[src/ssr_map.svh]
// Constants for the secured region host controller.
// Assumes a 16-bit word-wide asynchronous NOR flash on the far side.
`ifndef SSR_MAP_SVH
`define SSR_MAP_SVH
`define SSR_UNLOCK1_OFF 24'h000555
`define SSR_UNLOCK2_OFF 24'h0002aa
`define SSR_UNLOCK1_DATA 16'h00aa
`define SSR_UNLOCK2_DATA 16'h0055
`define SSR_ENTRY_DATA 16'h0088
`define SSR_EXIT_DATA 16'h0090
`define SSR_PROG_DATA 16'h00a0
`define SSR_EXIT4_OFF 24'h000000
`define SSR_EXIT4_DATA 16'h0000
`define SSR_ID_OFF 24'h000003
`define SSR_FACT_LOCK_BIT 7
`define SSR_CUST_LOCK_BIT 6
`define SSR_REGION_WORDS 256
`define SSR_CUST_BASE 24'h000080
`define SSR_SETUP_NS 20
`define SSR_PULSE_NS 40
`define SSR_HOLD_NS 20
`define SSR_ACCESS_NS 80
`endif

[src/ssr_pkg.sv]
// Types for the secured region host controller.
// Assumes ssr_map.svh is on the include path.
package ssr_pkg;
   typedef enum logic [2:0] {
      SSR_OP_READ = 3'h0,
      SSR_OP_ENTER = 3'h1,
      SSR_OP_EXIT = 3'h2,
      SSR_OP_PROG = 3'h3,
      SSR_OP_LOCKS = 3'h4
   } ssr_op_t;
   typedef struct packed {
      ssr_op_t op;
      logic [23:0] addr;
      logic [15:0] data;
   } ssr_req_t;
   typedef struct packed {
      logic [23:0] addr;
      logic ce_n;
      logic oe_n;
      logic we_n;
      logic [15:0] dq_o;
      logic dq_oe_n;
      logic rst_n;
   } ssr_pins_t;
endpackage

[src/ssr_host.sv]
// Host-side controller that drives a NOR flash through its bus pins
// to enter, read, program and leave the secured region.
// Assumes one 250 MHz clock and flash inputs synchronous to it.
// Summary of operation
// - Entry is AA, 55, 88 unlock writes
// - Exit is AA, 55, 90, then zero
// - Program is AA, 55, A0, then data
// - Host stays in mode until an exit request or a reset
`include "ssr_map.svh"
`timescale 1ns/100ps
`default_nettype none
module ssr_host
#(parameter int CLK_MHZ = 250)
(
   input wire logic clk_i,
   input wire logic rst_i,
   input wire logic req_valid_i,
   input wire ssr_pkg::ssr_req_t req_i,
   output logic req_ready_o,
   output logic rsp_valid_o,
   output logic [15:0] rsp_data_o,
   output logic rsp_refused_o,
   output logic in_mode_o,
   output logic fact_locked_o,
   output logic cust_locked_o,
   input wire logic dev_busy_i,
   input wire logic [15:0] dq_i,
   output ssr_pkg::ssr_pins_t pins_o
);
   import ssr_pkg::*;
   localparam int SETUP_CYC = (`SSR_SETUP_NS * CLK_MHZ + 999) / 1000;
   localparam int PULSE_CYC = (`SSR_PULSE_NS * CLK_MHZ + 999) / 1000;
   localparam int HOLD_CYC = (`SSR_HOLD_NS * CLK_MHZ + 999) / 1000;
   localparam int ACCESS_CYC = (`SSR_ACCESS_NS * CLK_MHZ + 999) / 1000;
   // The phase counter is eight bits, so a slow strobe at a fast clock cannot be served
   if (CLK_MHZ < 1 || ACCESS_CYC > 255)
   begin : g_bad_clock
      $error("ssr_host: clock rate not served");
   end
   // Gray-coded along set-up, strobe, hold
   typedef enum logic [2:0] {
      ST_IDLE = 3'b000,
      ST_SETUP = 3'b001,
      ST_STROBE = 3'b011,
      ST_HOLD = 3'b010,
      ST_DONE = 3'b110
   } ssr_state_t;
   ssr_state_t state_reg, state_next;
   logic [7:0] cnt_reg, cnt_next;
   logic [1:0] step_reg, step_next, last_reg, last_next;
   ssr_req_t cur_reg, cur_next;
   logic mode_reg, mode_next, fact_reg, fact_next, cust_reg, cust_next;
   logic [15:0] rdata_reg, rdata_next;
   logic refused_reg, refused_next, rsp_reg, rsp_next, is_read;
   logic [23:0] cyc_addr;
   logic [15:0] cyc_data;
   assign is_read = (cur_reg.op == SSR_OP_READ) || (cur_reg.op == SSR_OP_LOCKS);
   // Address and data of the current bus cycle in the sequence
   always_comb
   begin
      cyc_addr = cur_reg.addr;
      cyc_data = cur_reg.data;
      if (cur_reg.op == SSR_OP_LOCKS)
         cyc_addr = `SSR_ID_OFF;
      else if (!is_read)
         case (step_reg)
            2'd0:
               {cyc_addr, cyc_data} = {`SSR_UNLOCK1_OFF, `SSR_UNLOCK1_DATA};
            2'd1:
               {cyc_addr, cyc_data} = {`SSR_UNLOCK2_OFF, `SSR_UNLOCK2_DATA};
            2'd2:
            begin
               cyc_addr = `SSR_UNLOCK1_OFF;
               cyc_data = (cur_reg.op == SSR_OP_ENTER) ? `SSR_ENTRY_DATA :
                  (cur_reg.op == SSR_OP_EXIT) ? `SSR_EXIT_DATA : `SSR_PROG_DATA;
            end
            default:
               if (cur_reg.op == SSR_OP_EXIT)
                  {cyc_addr, cyc_data} = {`SSR_EXIT4_OFF, `SSR_EXIT4_DATA};
         endcase
   end
   // Sequencer: takes a request, then runs each bus cycle through set-up, strobe and hold.
   // Refusals are decided before chip select falls, so no half-written unlock reaches the bus.
   always_comb
   begin
      state_next = state_reg;
      cnt_next = cnt_reg - 8'h01; // Every phase reloads it, so a wrap while idle is harmless
      step_next = step_reg;
      last_next = last_reg;
      cur_next = cur_reg;
      mode_next = mode_reg;
      fact_next = fact_reg;
      cust_next = cust_reg;
      rdata_next = rdata_reg;
      refused_next = refused_reg;
      rsp_next = (state_reg == ST_DONE);
      case (state_reg)
         ST_IDLE:
         begin
            if (req_valid_i)
            begin
               cur_next = req_i;
               step_next = 2'd0;
               refused_next = 1'b0;
               cnt_next = 8'(SETUP_CYC);
               state_next = ST_SETUP;
               last_next = (req_i.op == SSR_OP_EXIT) ? 2'd3 :
                  (req_i.op == SSR_OP_PROG) ? 2'd3 :
                  (req_i.op == SSR_OP_ENTER) ? 2'd2 : 2'd0;
               // Every request but SSR_OP_READ, lock reads included, is refused at once while the array is busy
               if (dev_busy_i && req_i.op != SSR_OP_READ)
               begin
                  refused_next = 1'b1;
                  state_next = ST_DONE;
               end
               // Program only inside the mode, only to an open customer half
               else if (req_i.op == SSR_OP_PROG && (!mode_reg || cust_reg ||
                        req_i.addr[23:8] != 16'h0000 || req_i.addr < `SSR_CUST_BASE))
               begin
                  refused_next = 1'b1;
                  state_next = ST_DONE;
               end
               else if (req_i.op == SSR_OP_ENTER && mode_reg)
                  state_next = ST_DONE; // Already in the mode
               else if (req_i.op == SSR_OP_EXIT && !mode_reg)
                  state_next = ST_DONE; // Nothing to leave
            end
         end
         ST_SETUP:
         begin
            if (cnt_reg <= 8'h01)
            begin
               cnt_next = is_read ? 8'(ACCESS_CYC) : 8'(PULSE_CYC);
               state_next = ST_STROBE;
            end
         end
         ST_STROBE:
         begin
            if (cnt_reg <= 8'h01)
            begin
               if (is_read)
               begin
                  rdata_next = dq_i;
                  if (cur_reg.op == SSR_OP_LOCKS)
                  begin
                     fact_next = dq_i[`SSR_FACT_LOCK_BIT];
                     cust_next = dq_i[`SSR_CUST_LOCK_BIT];
                  end
               end
               cnt_next = 8'(HOLD_CYC);
               state_next = ST_HOLD;
            end
         end
         ST_HOLD:
         begin
            if (cnt_reg <= 8'h01)
            begin
               if (step_reg == last_reg)
               begin
                  if (cur_reg.op == SSR_OP_ENTER)
                     mode_next = 1'b1;
                  else if (cur_reg.op == SSR_OP_EXIT)
                     mode_next = 1'b0;
                  state_next = ST_DONE;
               end
               else
               begin
                  step_next = step_reg + 2'd1;
                  cnt_next = 8'(SETUP_CYC);
                  state_next = ST_SETUP;
               end
            end
         end
         ST_DONE:
            state_next = ST_IDLE;
         default:
            state_next = ST_IDLE;
      endcase
   end
   // Registers only; a reset also pulses the flash reset pin, so the
   // device falls back to the normal array and the mode flag is cleared
   always_ff @(posedge clk_i)
   begin
      if (rst_i)
      begin
         state_reg <= ST_IDLE;
         cnt_reg <= 8'h00;
         step_reg <= 2'd0;
         last_reg <= 2'd0;
         cur_reg <= '0;
         mode_reg <= 1'b0;
         fact_reg <= 1'b1;
         cust_reg <= 1'b0;
         rdata_reg <= 16'h0000;
         refused_reg <= 1'b0;
         rsp_reg <= 1'b0;
      end
      else
      begin
         state_reg <= state_next;
         cnt_reg <= cnt_next;
         step_reg <= step_next;
         last_reg <= last_next;
         cur_reg <= cur_next;
         mode_reg <= mode_next;
         fact_reg <= fact_next;
         cust_reg <= cust_next;
         rdata_reg <= rdata_next;
         refused_reg <= refused_next;
         rsp_reg <= rsp_next;
      end
   end
   // Pin drive; reads of first-sector addresses hit the region in mode
   always_comb
   begin
      pins_o.addr = cyc_addr;
      pins_o.ce_n = (state_reg == ST_IDLE) || (state_reg == ST_DONE);
      pins_o.oe_n = !(is_read && state_reg == ST_STROBE);
      pins_o.we_n = !(!is_read && state_reg == ST_STROBE);
      pins_o.dq_o = cyc_data;
      pins_o.dq_oe_n = is_read || pins_o.ce_n;
      pins_o.rst_n = !rst_i;
   end
   assign req_ready_o = (state_reg == ST_IDLE);
   assign rsp_valid_o = rsp_reg;
   assign rsp_data_o = rdata_reg;
   assign rsp_refused_o = refused_reg;
   assign in_mode_o = mode_reg;
   assign fact_locked_o = fact_reg;
   assign cust_locked_o = cust_reg;
   property p_no_prog_locked;
      @(posedge clk_i) disable iff (rst_i)
      (state_reg == ST_IDLE && req_valid_i && req_i.op == SSR_OP_PROG && cust_reg)
      |=> state_reg == ST_DONE ##1 (rsp_valid_o && rsp_refused_o);
   endproperty
   a_no_prog_locked: assert property (p_no_prog_locked) else $error("program to locked half ran");
   property p_busy_refused;
      @(posedge clk_i) disable iff (rst_i)
      (state_reg == ST_IDLE && req_valid_i && dev_busy_i && req_i.op != SSR_OP_READ)
      |=> ##1 rsp_refused_o;
   endproperty
   a_busy_refused: assert property (p_busy_refused) else $error("busy request not refused");
   property p_unlock1;
      @(posedge clk_i) disable iff (rst_i)
      (!pins_o.we_n && step_reg == 2'd0) |-> (pins_o.addr == `SSR_UNLOCK1_OFF &&
      pins_o.dq_o == `SSR_UNLOCK1_DATA);
   endproperty
   a_unlock1: assert property (p_unlock1) else $error("bad first unlock cycle");
   property p_exit_cmd;
      @(posedge clk_i) disable iff (rst_i)
      (!pins_o.we_n && step_reg == 2'd2 && cur_reg.op == SSR_OP_EXIT)
      |-> pins_o.dq_o == `SSR_EXIT_DATA && pins_o.addr == `SSR_UNLOCK1_OFF;
   endproperty
   a_exit_cmd: assert property (p_exit_cmd) else $error("bad exit command");
   property p_prog_cmd;
      @(posedge clk_i) disable iff (rst_i)
      (!pins_o.we_n && step_reg == 2'd2 && cur_reg.op == SSR_OP_PROG)
      |-> pins_o.dq_o == `SSR_PROG_DATA;
   endproperty
   a_prog_cmd: assert property (p_prog_cmd) else $error("bad program setup");
   property p_mode_hold;
      @(posedge clk_i) disable iff (rst_i)
      $fell(mode_reg) |-> $past(cur_reg.op) == SSR_OP_EXIT;
   endproperty
   a_mode_hold: assert property (p_mode_hold) else $error("mode left without exit");
   property p_reset_mode;
      @(posedge clk_i) rst_i |-> !pins_o.rst_n ##1 !in_mode_o;
   endproperty
   a_reset_mode: assert property (p_reset_mode) else $error("mode kept over reset");
   property p_id_addr;
      @(posedge clk_i) disable iff (rst_i)
      (!pins_o.oe_n && cur_reg.op == SSR_OP_LOCKS) |-> pins_o.addr == `SSR_ID_OFF;
   endproperty
   a_id_addr: assert property (p_id_addr) else $error("lock read at wrong address");
   c_enter: cover property (@(posedge clk_i) $rose(mode_reg));
   c_exit: cover property (@(posedge clk_i) $fell(mode_reg));
   c_prog: cover property (@(posedge clk_i) !pins_o.we_n && step_reg == 2'd3);
   c_refuse: cover property (@(posedge clk_i) rsp_valid_o && rsp_refused_o);
endmodule // ssr_host
`default_nettype wire

[config.mk]
export PLATFORM = sky130hd
export DESIGN_NAME = ssr_host
export DESIGN_NICKNAME = d
export VERILOG_FILES = /design/src/ssr_pkg.sv /design/src/ssr_host.sv
export VERILOG_INCLUDE_DIRS = /design/src /design/src/src
export SDC_FILE = /design/constraint.sdc
export NUM_CORES = 1
export LEC_CHECK = 0
export BUFFER_PORTS_ARGS = -buffer_cell sky130_fd_sc_hd__buf_2
export CELL_PAD_IN_SITES_DETAIL_PLACEMENT = 0
export CELL_PAD_IN_SITES_GLOBAL_PLACEMENT = 1
export CORE_ASPECT_RATIO = 1.4
export CORE_MARGIN = 2
export CORE_UTILIZATION = 38
export DETAILED_ROUTE_END_ITERATION = 8
export PLACE_DENSITY_LB_ADDON = 0.12
export SKIP_LAST_GASP = 1
export SYNTH_ARGS = -nofsm -noshare
export SYNTH_HDL_FRONTEND = slang
export SYNTH_SLANG_ARGS = --single-unit
[constraint.sdc]
create_clock -name clk_i -period 5.2 [get_ports clk_i]
set_input_delay 1.04 -clock clk_i [delete_from_list [all_inputs] [get_ports clk_i]]
set_output_delay 1.04 -clock clk_i [all_outputs]
set_load 0.02 [all_outputs]
==> impl_metrics.yaml, run 1 <==
outcome:
  status: "completed"
global_routing:
  grt_max_degree: 73
  antenna_found_initial: 0
  track_usage_pct: 19.3
  gr-total-overflow: 0
  grt_pass1_wl_um: 16300
  grt_pass1_vias: 3556
logic_synthesis:
  ys_ff_latch: 79
  synthTopCellsByArea: "dfxtp_1, nand2_1, a21oi_1, nor2_1, clkbuf_1"
  netlist.area_leader.share_pct: 42.3
  synth_nets: 575
  synth-seq-area-share_pct: 42.3
  netlist_area_mm2: 0.00374
  synth-async-reset-ratio_pct: 0
  yosysTopAreaCell: "dfxtp_1"
  ys.flop_type: "dfxtp_1"
  synth_cells: 505
  syn_area_per_cell_um2: 7.40
  synth.distinct_cells: 50
  yosysWarnings: 0
  synth_edf_count: 0
clocking:
  cts_tree: "yes"
  postCtsSetupRepairBufs: 0
  cts_buffers: 9
  clock_latency_ns: 0.34
  clkSinkCount: 79
  ctsHoldBuffers: 0
  h-tree-depth: 3
  root_buffer: "clkbuf_16"
  ctsResizeCount: 0
  clock_path_buffers: 2
  clkTransAtPathRegs_ns: 0.06
power:
  irDropWorstVdd_mv: 0.222
  power_density_mw_per_mm2: 426
  leakage_nw: 2.13
  finalPower_mw: 2.02
route:
  vias: 3717
  wl_per_cell_um: 13.6
  avgViaCountPerCell: 4.96
  drt-total-wl_um: 10200
  drt-initial-drc-count: 144
  drt_pass1_iterations: 4
  drc: 0
  ant_nets: 0
floorplanning:
  row_count: 42
  initial_utilization_pct: 39.3
  dieWidth_um: 87.8
  io_pins: 130
  dieHeight_um: 121
  dieArea_mm2: 0.0107
  core_mm2: 0.00951
timing:
  relSlewSlack_pct: 36.7
  fin_worst_skew_ns: 0.00564
  tightest_slew_ns: 0.950
  finalCriticalPeriod_ns: 3.33
  rsz0062_at_grt: "no"
  setup_violations: 0
  fin_hold_ws_ns: 0.450
  fmax_mhz: 300
  min_period_over_period_pct: 64.1
  finalHoldViolations: 0
  drv_slew: 0
  finalSetupTns_ns: 0
finish:
  mostFrequentLayoutCells: "nand2_1, buf_2, dfxtp_1"
  finalNonFillerCells: 749
  layout_commonest_cell: "nand2_1"
  largest_reg_flops: 43
  fin_nets: 683
  post-route-util_pct: 49.9
  drive_gt1_share_pct: 25.6
  syn_to_final_growth_pct: 27.0
  num_antenna_cells: 0
setup_path:
  cp.required_ns: 4.16
  crit_arrival_ns: 2.29
  endpoint_kind: "primary output"
  cp-start-kind: "register"
  worstPathMaxFanout: 13
  path_class: "register to primary output"
worst_hold_path:
  hold_class: "register to register"
placement:
  port_buffers: 129
  dp_cells: 734
  dpl.hpwl_um: 7200
  gp_congestion: 0.799
flow_run:
  maxCapViolations: 0
cell families (layout without fill, tap and decap cells):
group | count (synthesis) | after routing | synth area share [%]
flops | 79 | 79 | 42.3
fa+ha+maj | 7 | 7 | 2.34
simple gates | 249 | 249 | 29.9
compound gates | 115 | 115 | 17.5
buf+inv | 41 | 153 | 4.35
xor+xnor | 9 | 9 | 2.11
mux | 5 | 5 | 1.47
power breakdown:
part	internal [mW]	switching, mW
sequential	0.679	0.0612
clock	0.421	0.245
combinational	0.226	0.390
synth_stat cells (6+ instances only):
| master | number |
|---|---|
| clkbuf_1 | 27 |
| nand3_1 | 7 |
| nor2b_1 | 14 |
| inv_1 | 8 |
| and3_1 | 9 |
| dfxtp_1 | 79 |
| xnor2_1 | 8 |
| nand2_1 | 157 |
| nor3_1 | 6 |
| o21ai_0 | 16 |
| a21oi_1 | 78 |
| ha_1 | 7 |
| nor2_1 | 28 |
per-stage QoR:
step                cell area [um2]  worst slack [ns]
floorplan                      3740              2.55
global placement               4430              2.26
detailed placement             4430              2.15
CTS                            4740              1.79
global route                   4740              1.63
finish                         4740              1.87
routing by layer:
metal / wire (um) / share of wire [%] / GRT usage [%]
met1: 4290 / 42 / 22.8
met2: 5180 / 51 / 33.6
met3: 467 / 4.6 / 2.79
met4: 232 / 2.3 / 9.33
met5: 0 / 0 / 0
worst paths after layout:
check | start | to | slack, ns | depth (start not counted)
worst min register to register | rsp_data_o[10] | rsp_data_o[10] | 0.45 | 2
worst min-delay path | rsp_data_o[10] | rsp_data_o[10] | 0.45 | 2
worst max register to register | cnt_reg[2] | rsp_data_o[4] | 2.82 | 5
worst max-delay path | cur_reg[40] | pins_o[35] | 1.87 | 5
final cells by class:
| class | count | area (um2) |
|---|---|---|
| well taps | 132 | 165 |
| multi-input cells | 385 | 2000 |
| flip-flops and latches | 79 | 1580 |
| clock inverters | 2 | 37.5 |
| fillers | 1002 | 4770 |
| inverters | 8 | 30.0 |
| repair buffers | 130 | 653 |
| clock buffers | 13 | 280 |
worst max-delay path: stages, from the launching register on:
cell and delay (ns):
dfxtp_1 0.55, or2_2 0.26, nor2_1 0.07, a21oi_1 0.74, nor2b_1 0.12, buf_2 0.20
Power figures use the tool's default switching activity.
==> inputs of run 2 (changes only) <==
Settings changed: CORE_UTILIZATION 38 to 32.
Clock period 5.2 ns to 3 ns, I/O delays scaled along.
==> run 2 against run 1 <==
- clock-buffer cell count fell by 1
- highest routed layer unchanged
- setup slack got worse by 1.7 ns
- clock skew rose by 0.0014 ns
- core utilization fell by 7.7 points
==> impl_metrics.yaml, run 2 (synthesis results as in run 1) <==
clocking:
  clkSinkCount: 79
  cts_tree: "yes"
  root_buffer: "clkbuf_16"
  cts_buffers: 9
  clock_path_buffers: 2
  clock_latency_ns: 0.33
  ctsHoldBuffers: 0
  clkTransAtPathRegs_ns: 0.06
  h-tree-depth: 3
timing:
  finalCriticalPeriod_ns: 2.80
  fin_hold_ws_ns: 0.449
  rsz0062_at_grt: "no"
  tightest_slew_ns: 0.788
  finalHoldViolations: 0
  drv_slew: 0
  fmax_mhz: 358
  finalSetupTns_ns: 0
  relSlewSlack_pct: 47.5
  min_period_over_period_pct: 93.2
  setup_violations: 0
  fin_worst_skew_ns: 0.00706
setup_path:
  worstPathMaxFanout: 7
  crit_arrival_ns: 2.20
  startpoint: "step_reg[0]"
  cp.required_ns: 2.40
  path_class: "register to primary output"
  cp-start-kind: "register"
  endpoint_kind: "primary output"
  rr_startpoint: "cnt_reg[2]"
  r2r_setup_slack_ns: 0.88
route:
  ant_nets: 0
  wirelength_met1_um: 4540
  drt-total-wl_um: 10700
  route.met3.wl_um: 521
  wl_per_cell_um: 14.0
  avgViaCountPerCell: 4.83
  drt-initial-drc-count: 102
  drc: 0
  route.met2.wl_um: 5510
  vias: 3699
  drt_pass1_iterations: 4
  dr.max_layer_used: "met4"
floorplanning:
  dieHeight_um: 132
  dieArea_mm2: 0.0126
  io_pins: 130
  dieWidth_um: 95.3
  initial_utilization_pct: 33.0
  row_count: 46
  core_mm2: 0.0113
outcome:
  status: "completed"
power:
  irDropWorstVdd_mv: 0.320
  leakage_nw: 2.14
  power_density_mw_per_mm2: 728
worst_hold_path:
  hp-start: "cur_reg[28]"
  hold_class: "register to register"
finish:
  num_antenna_cells: 0
  layout_commonest_cell: "nand2_1"
  multi_input_area_mm2: 0.00200
  syn_to_final_growth_pct: 28.0
  drive_gt1_share_pct: 26.2
  n_fill_cell: 1199
  largest_reg_flops: 43
  fin_nets: 688
  seq_area_mm2: 0.00158
  mostFrequentLayoutCells: "nand2_1, buf_2, dfxtp_1"
global_routing:
  grt_pass1_vias: 3585
  track_usage_pct: 17.2
  antenna_found_initial: 0
  grt_max_degree: 73
  grt_pass1_wl_um: 17300
  gr-total-overflow: 0
flow_run:
  maxCapViolations: 0
placement:
  dpl.hpwl_um: 7790
  port_buffers: 129
  gp_congestion: 0.789
-- run 2: changes by cell type in the layout (fill, tap and decap cells not counted), sizes merged --
cell	previous run	this run
buf	130	135
clkbuf	13	12
clkinv	0	1
-- run 2: layout make-up --
type | instances | area share [%]
Clock buffer | 12 | 5.37
Clock inverter | 3 | 0.890
Inverter | 8 | 0.628
Multi-Input combinational cell | 385 | 41.8
Sequential cell | 79 | 33.1
Tap cell | 144 | 3.77
Timing Repair Buffer | 135 | 14.4
-- run 2: final timing paths --
| kind | depth (start not counted) | endpoint |
|---|---|---|
| worst max-delay path | 5 | pins_o[21] |
| worst min-delay path | 2 | cur_reg[28] |
| worst max register to register | 5 | in_mode_o |
| worst min register to register | 2 | cur_reg[28] |
-- run 2: repair_timing --
item                                    in CTS  in global routing
endpoints found under the setup margin       2                  0
buffers inserted                             0                  0
gates resized for setup                      1                  0
-- run 2: per-stage QoR --
stage                     util (%)  power (mW)  instances  setup WS, ns  instance area, um2
after global routing          42.2        3.72        766        0.0681                4780
after detailed placement      39.5        2.41        751         0.340                4480
after CTS                     42.2        3.52        766         0.193                4780
after floorplan                  -        2.09        505         0.791                3740
final                         42.2        3.48        766         0.205                4780
after global placement        39.5        2.40        751         0.451                4480
-- run 2: power breakdown --
group | total, mW | switching [mW] | leakage [nW] | internal [mW]
Sequential | 1.28 | 0.104 | 0.645 | 1.18
Combinational | 1.10 | 0.689 | 1.35 | 0.407
Clock | 1.10 | 0.419 | 0.145 | 0.684
-- run 2: layer usage --
metal  up-vias  track usage, %
li1       1915               -
met1      1690            20.6
met2        83            29.5
met3        11            4.63
met4         0            5.23
met5         -               0
-- run 2: worst max-delay path: stages, from the launching register on --
cell     delay, ns
dfxtp_1       0.46
inv_1         0.12
ha_1          0.26
o21ai_0       0.56
o21ai_0       0.25
buf_2         0.22
==> inputs of run 3 (changes only) <==
Settings changed: PLACE_DENSITY set to 0.83, PLACE_DENSITY_LB_ADDON 0.12 to unset, REMOVE_ABC_BUFFERS set to 1.
==> run 3 against run 2 <==
- first-iteration DRC count grew 33%
- worst hold slack lost 0.0012 ns
- clock-buffer cell count grew 1
- core utilization shrank 0.47 points
- routed wire length grew 2.0%
- final cell count shrank 0.52%
- sequential share of layout area grew 0.38 points
- sequential cell count is the same
- sequential power is essentially flat
- via count grew 2.3%
- combinational power is essentially flat
- critical path type unchanged
==> impl_metrics.yaml, run 3 (synthesis results as in run 1) <==
clocking:
  h-tree-depth: 3
  clock_latency_ns: 0.34
  clock_path_buffers: 2
  clkSinkCount: 79
  cts_tree: "yes"
  clkTransAtPathRegs_ns: 0.06
  root_buffer: "clkbuf_16"
  cts_buffers: 9
finish:
  syn_to_final_growth_pct: 26.5
  drive_gt1_share_pct: 25.7
  num_antenna_cells: 0
  layout_commonest_cell: "nand2_1"
  fin_nets: 685
  mostFrequentLayoutCells: "nand2_1, buf_2, dfxtp_1"
  design_area_mm2: 0.00473
  largest_reg_flops: 43
  n_fill_cell: 1203
  finalNonFillerCells: 762
route:
  drc: 0
  vias: 3783
  drt-initial-drc-count: 136
  drt-total-wl_um: 11000
  drt_pass1_iterations: 4
  ant_nets: 0
  wl_per_cell_um: 14.4
  avgViaCountPerCell: 4.96
global_routing:
  antenna_found_initial: 0
  gr-total-overflow: 0
  grt_pass1_vias: 3836
  track_usage_pct: 17.9
  grt_pass1_wl_um: 17700
  grt_max_degree: 73
setup_path:
  reg2reg_depth: 5
  slowest_delay_ns: 0.58
  cpMostUsedCell: "o21ai_0"
  startpoint: "step_reg[0]"
  crit_path_top_delay_cell: "o21ai_0"
  cp.required_ns: 2.40
  path_class: "register to primary output"
  worstPathMaxFanout: 7
  worstReg2RegEnd: "in_mode_o"
  critPathCapture: "pins_o[21]"
  path_cells: "inv_1 -> ha_1 -> o21ai_0 -> o21ai_0 -> buf_2"
  rr_startpoint: "cnt_reg[2]"
  crit_arrival_ns: 2.23
  r2r_setup_slack_ns: 0.85
  endpoint_kind: "primary output"
  cp-start-kind: "register"
timing:
  finalCriticalPeriod_ns: 2.83
  min_period_over_period_pct: 94.5
  fmax_mhz: 353
  tightest_slew_ns: 0.900
  finalSetupTns_ns: 0
  rsz0062_at_grt: "no"
  setup_violations: 0
  fin_worst_skew_ns: 0.00649
  finalHoldViolations: 0
  relSlewSlack_pct: 39.8
  drv_slew: 0
placement:
  placed_area_mm2: 0.00446
  port_buffers: 129
  dpl.hpwl_um: 7920
  dp_cells: 748
  gp_congestion: 0.805
floorplanning:
  dieWidth_um: 95.3
  dieHeight_um: 132
  row_count: 46
  dieArea_mm2: 0.0126
  core_mm2: 0.0113
  io_pins: 130
  initial_utilization_pct: 33.0
power:
  leakage_nw: 2.11
  finalPower_mw: 3.39
  irDropWorstVdd_mv: 0.293
  power_density_mw_per_mm2: 716
worst_hold_path:
  hold_class: "register to register"
  hold_path_depth: 2
outcome:
  status: "completed"
flow_run:
  maxCapViolations: 0
-- run 3: cell types whose count changed in the layout (fill, tap and decap cells not counted), sizes merged --
cell      previous run  this run
clkbuf              12        13
bufinv               1         0
clkinvlp             1         0
buf                135       132
-- run 3: final cells by class --
type | instances | area [um2] | share of cell area, %
clock buffers | 13 | 260 | 5.51
well taps | 144 | 180 | 3.81
clock inverters | 1 | 5.00 | 0.106
flip-flops and latches | 79 | 1580 | 33.5
multi-input cells | 385 | 2000 | 42.4
inverters | 8 | 30.0 | 0.635
repair buffers | 132 | 668 | 14.1
-- run 3: stage by stage --
step / setup WS, ns / hold WS (ns) / util, %
global placement: 0.408 / 0.438 / 39.3
CTS: 0.127 / 0.450 / 41.7
global route: 0.00367 / 0.467 / 41.7
finish: 0.166 / 0.448 / 41.7
floorplan: 0.483 / 0.426 / -
detailed placement: 0.340 / 0.442 / 39.3
-- run 3: report_power, final --
part / switching [mW] / leakage (nW) / total (mW) / internal [mW]
Sequential: 0.106 / 0.645 / 1.28 / 1.18
Combinational: 0.708 / 1.34 / 1.10 / 0.396
Clock: 0.405 / 0.132 / 1.00 / 0.595
Total: 1.22 / 2.11 / 3.39 / 2.17
-- run 3: metal layers --
layer / share of wire, % / GRT usage, % / vias to the layer above
li1: - / - / 1903
met1: 39 / 19.0 / 1749
met2: 53 / 32.4 / 110
met3: 5.2 / 3.83 / 21
met4: 2.7 / 8.37 / 0
met5: 0 / 0 / -
-- run 3: timing repair --
item                       4_1_cts  5_1_grt
gates resized for setup          1        1
setup endpoints to repair       13        1
hold buffers                     0        0
pin swaps                        0        0
setup buffers                    0        0
-- run 3: worst min-delay path by stage --
stage                     start          end  slack (ns)
floorplan           cur_reg[27]  cur_reg[27]        0.43
global placement    cur_reg[12]  cur_reg[12]        0.44
detailed placement  cur_reg[13]  cur_reg[13]        0.44
CTS                 cur_reg[13]  cur_reg[13]        0.45
global route        cur_reg[38]  cur_reg[38]        0.47
finish              cur_reg[14]  cur_reg[14]        0.45
-- run 3: worst max-delay path, delay by kind of cell (launching register included) --
family | cells | cell delay, ns
buffers and inverters | 2 | 0.35
AO/OA/AOI/OAI | 2 | 0.81
flip-flops | 1 | 0.47
adder cells (fa/ha/maj) | 1 | 0.28
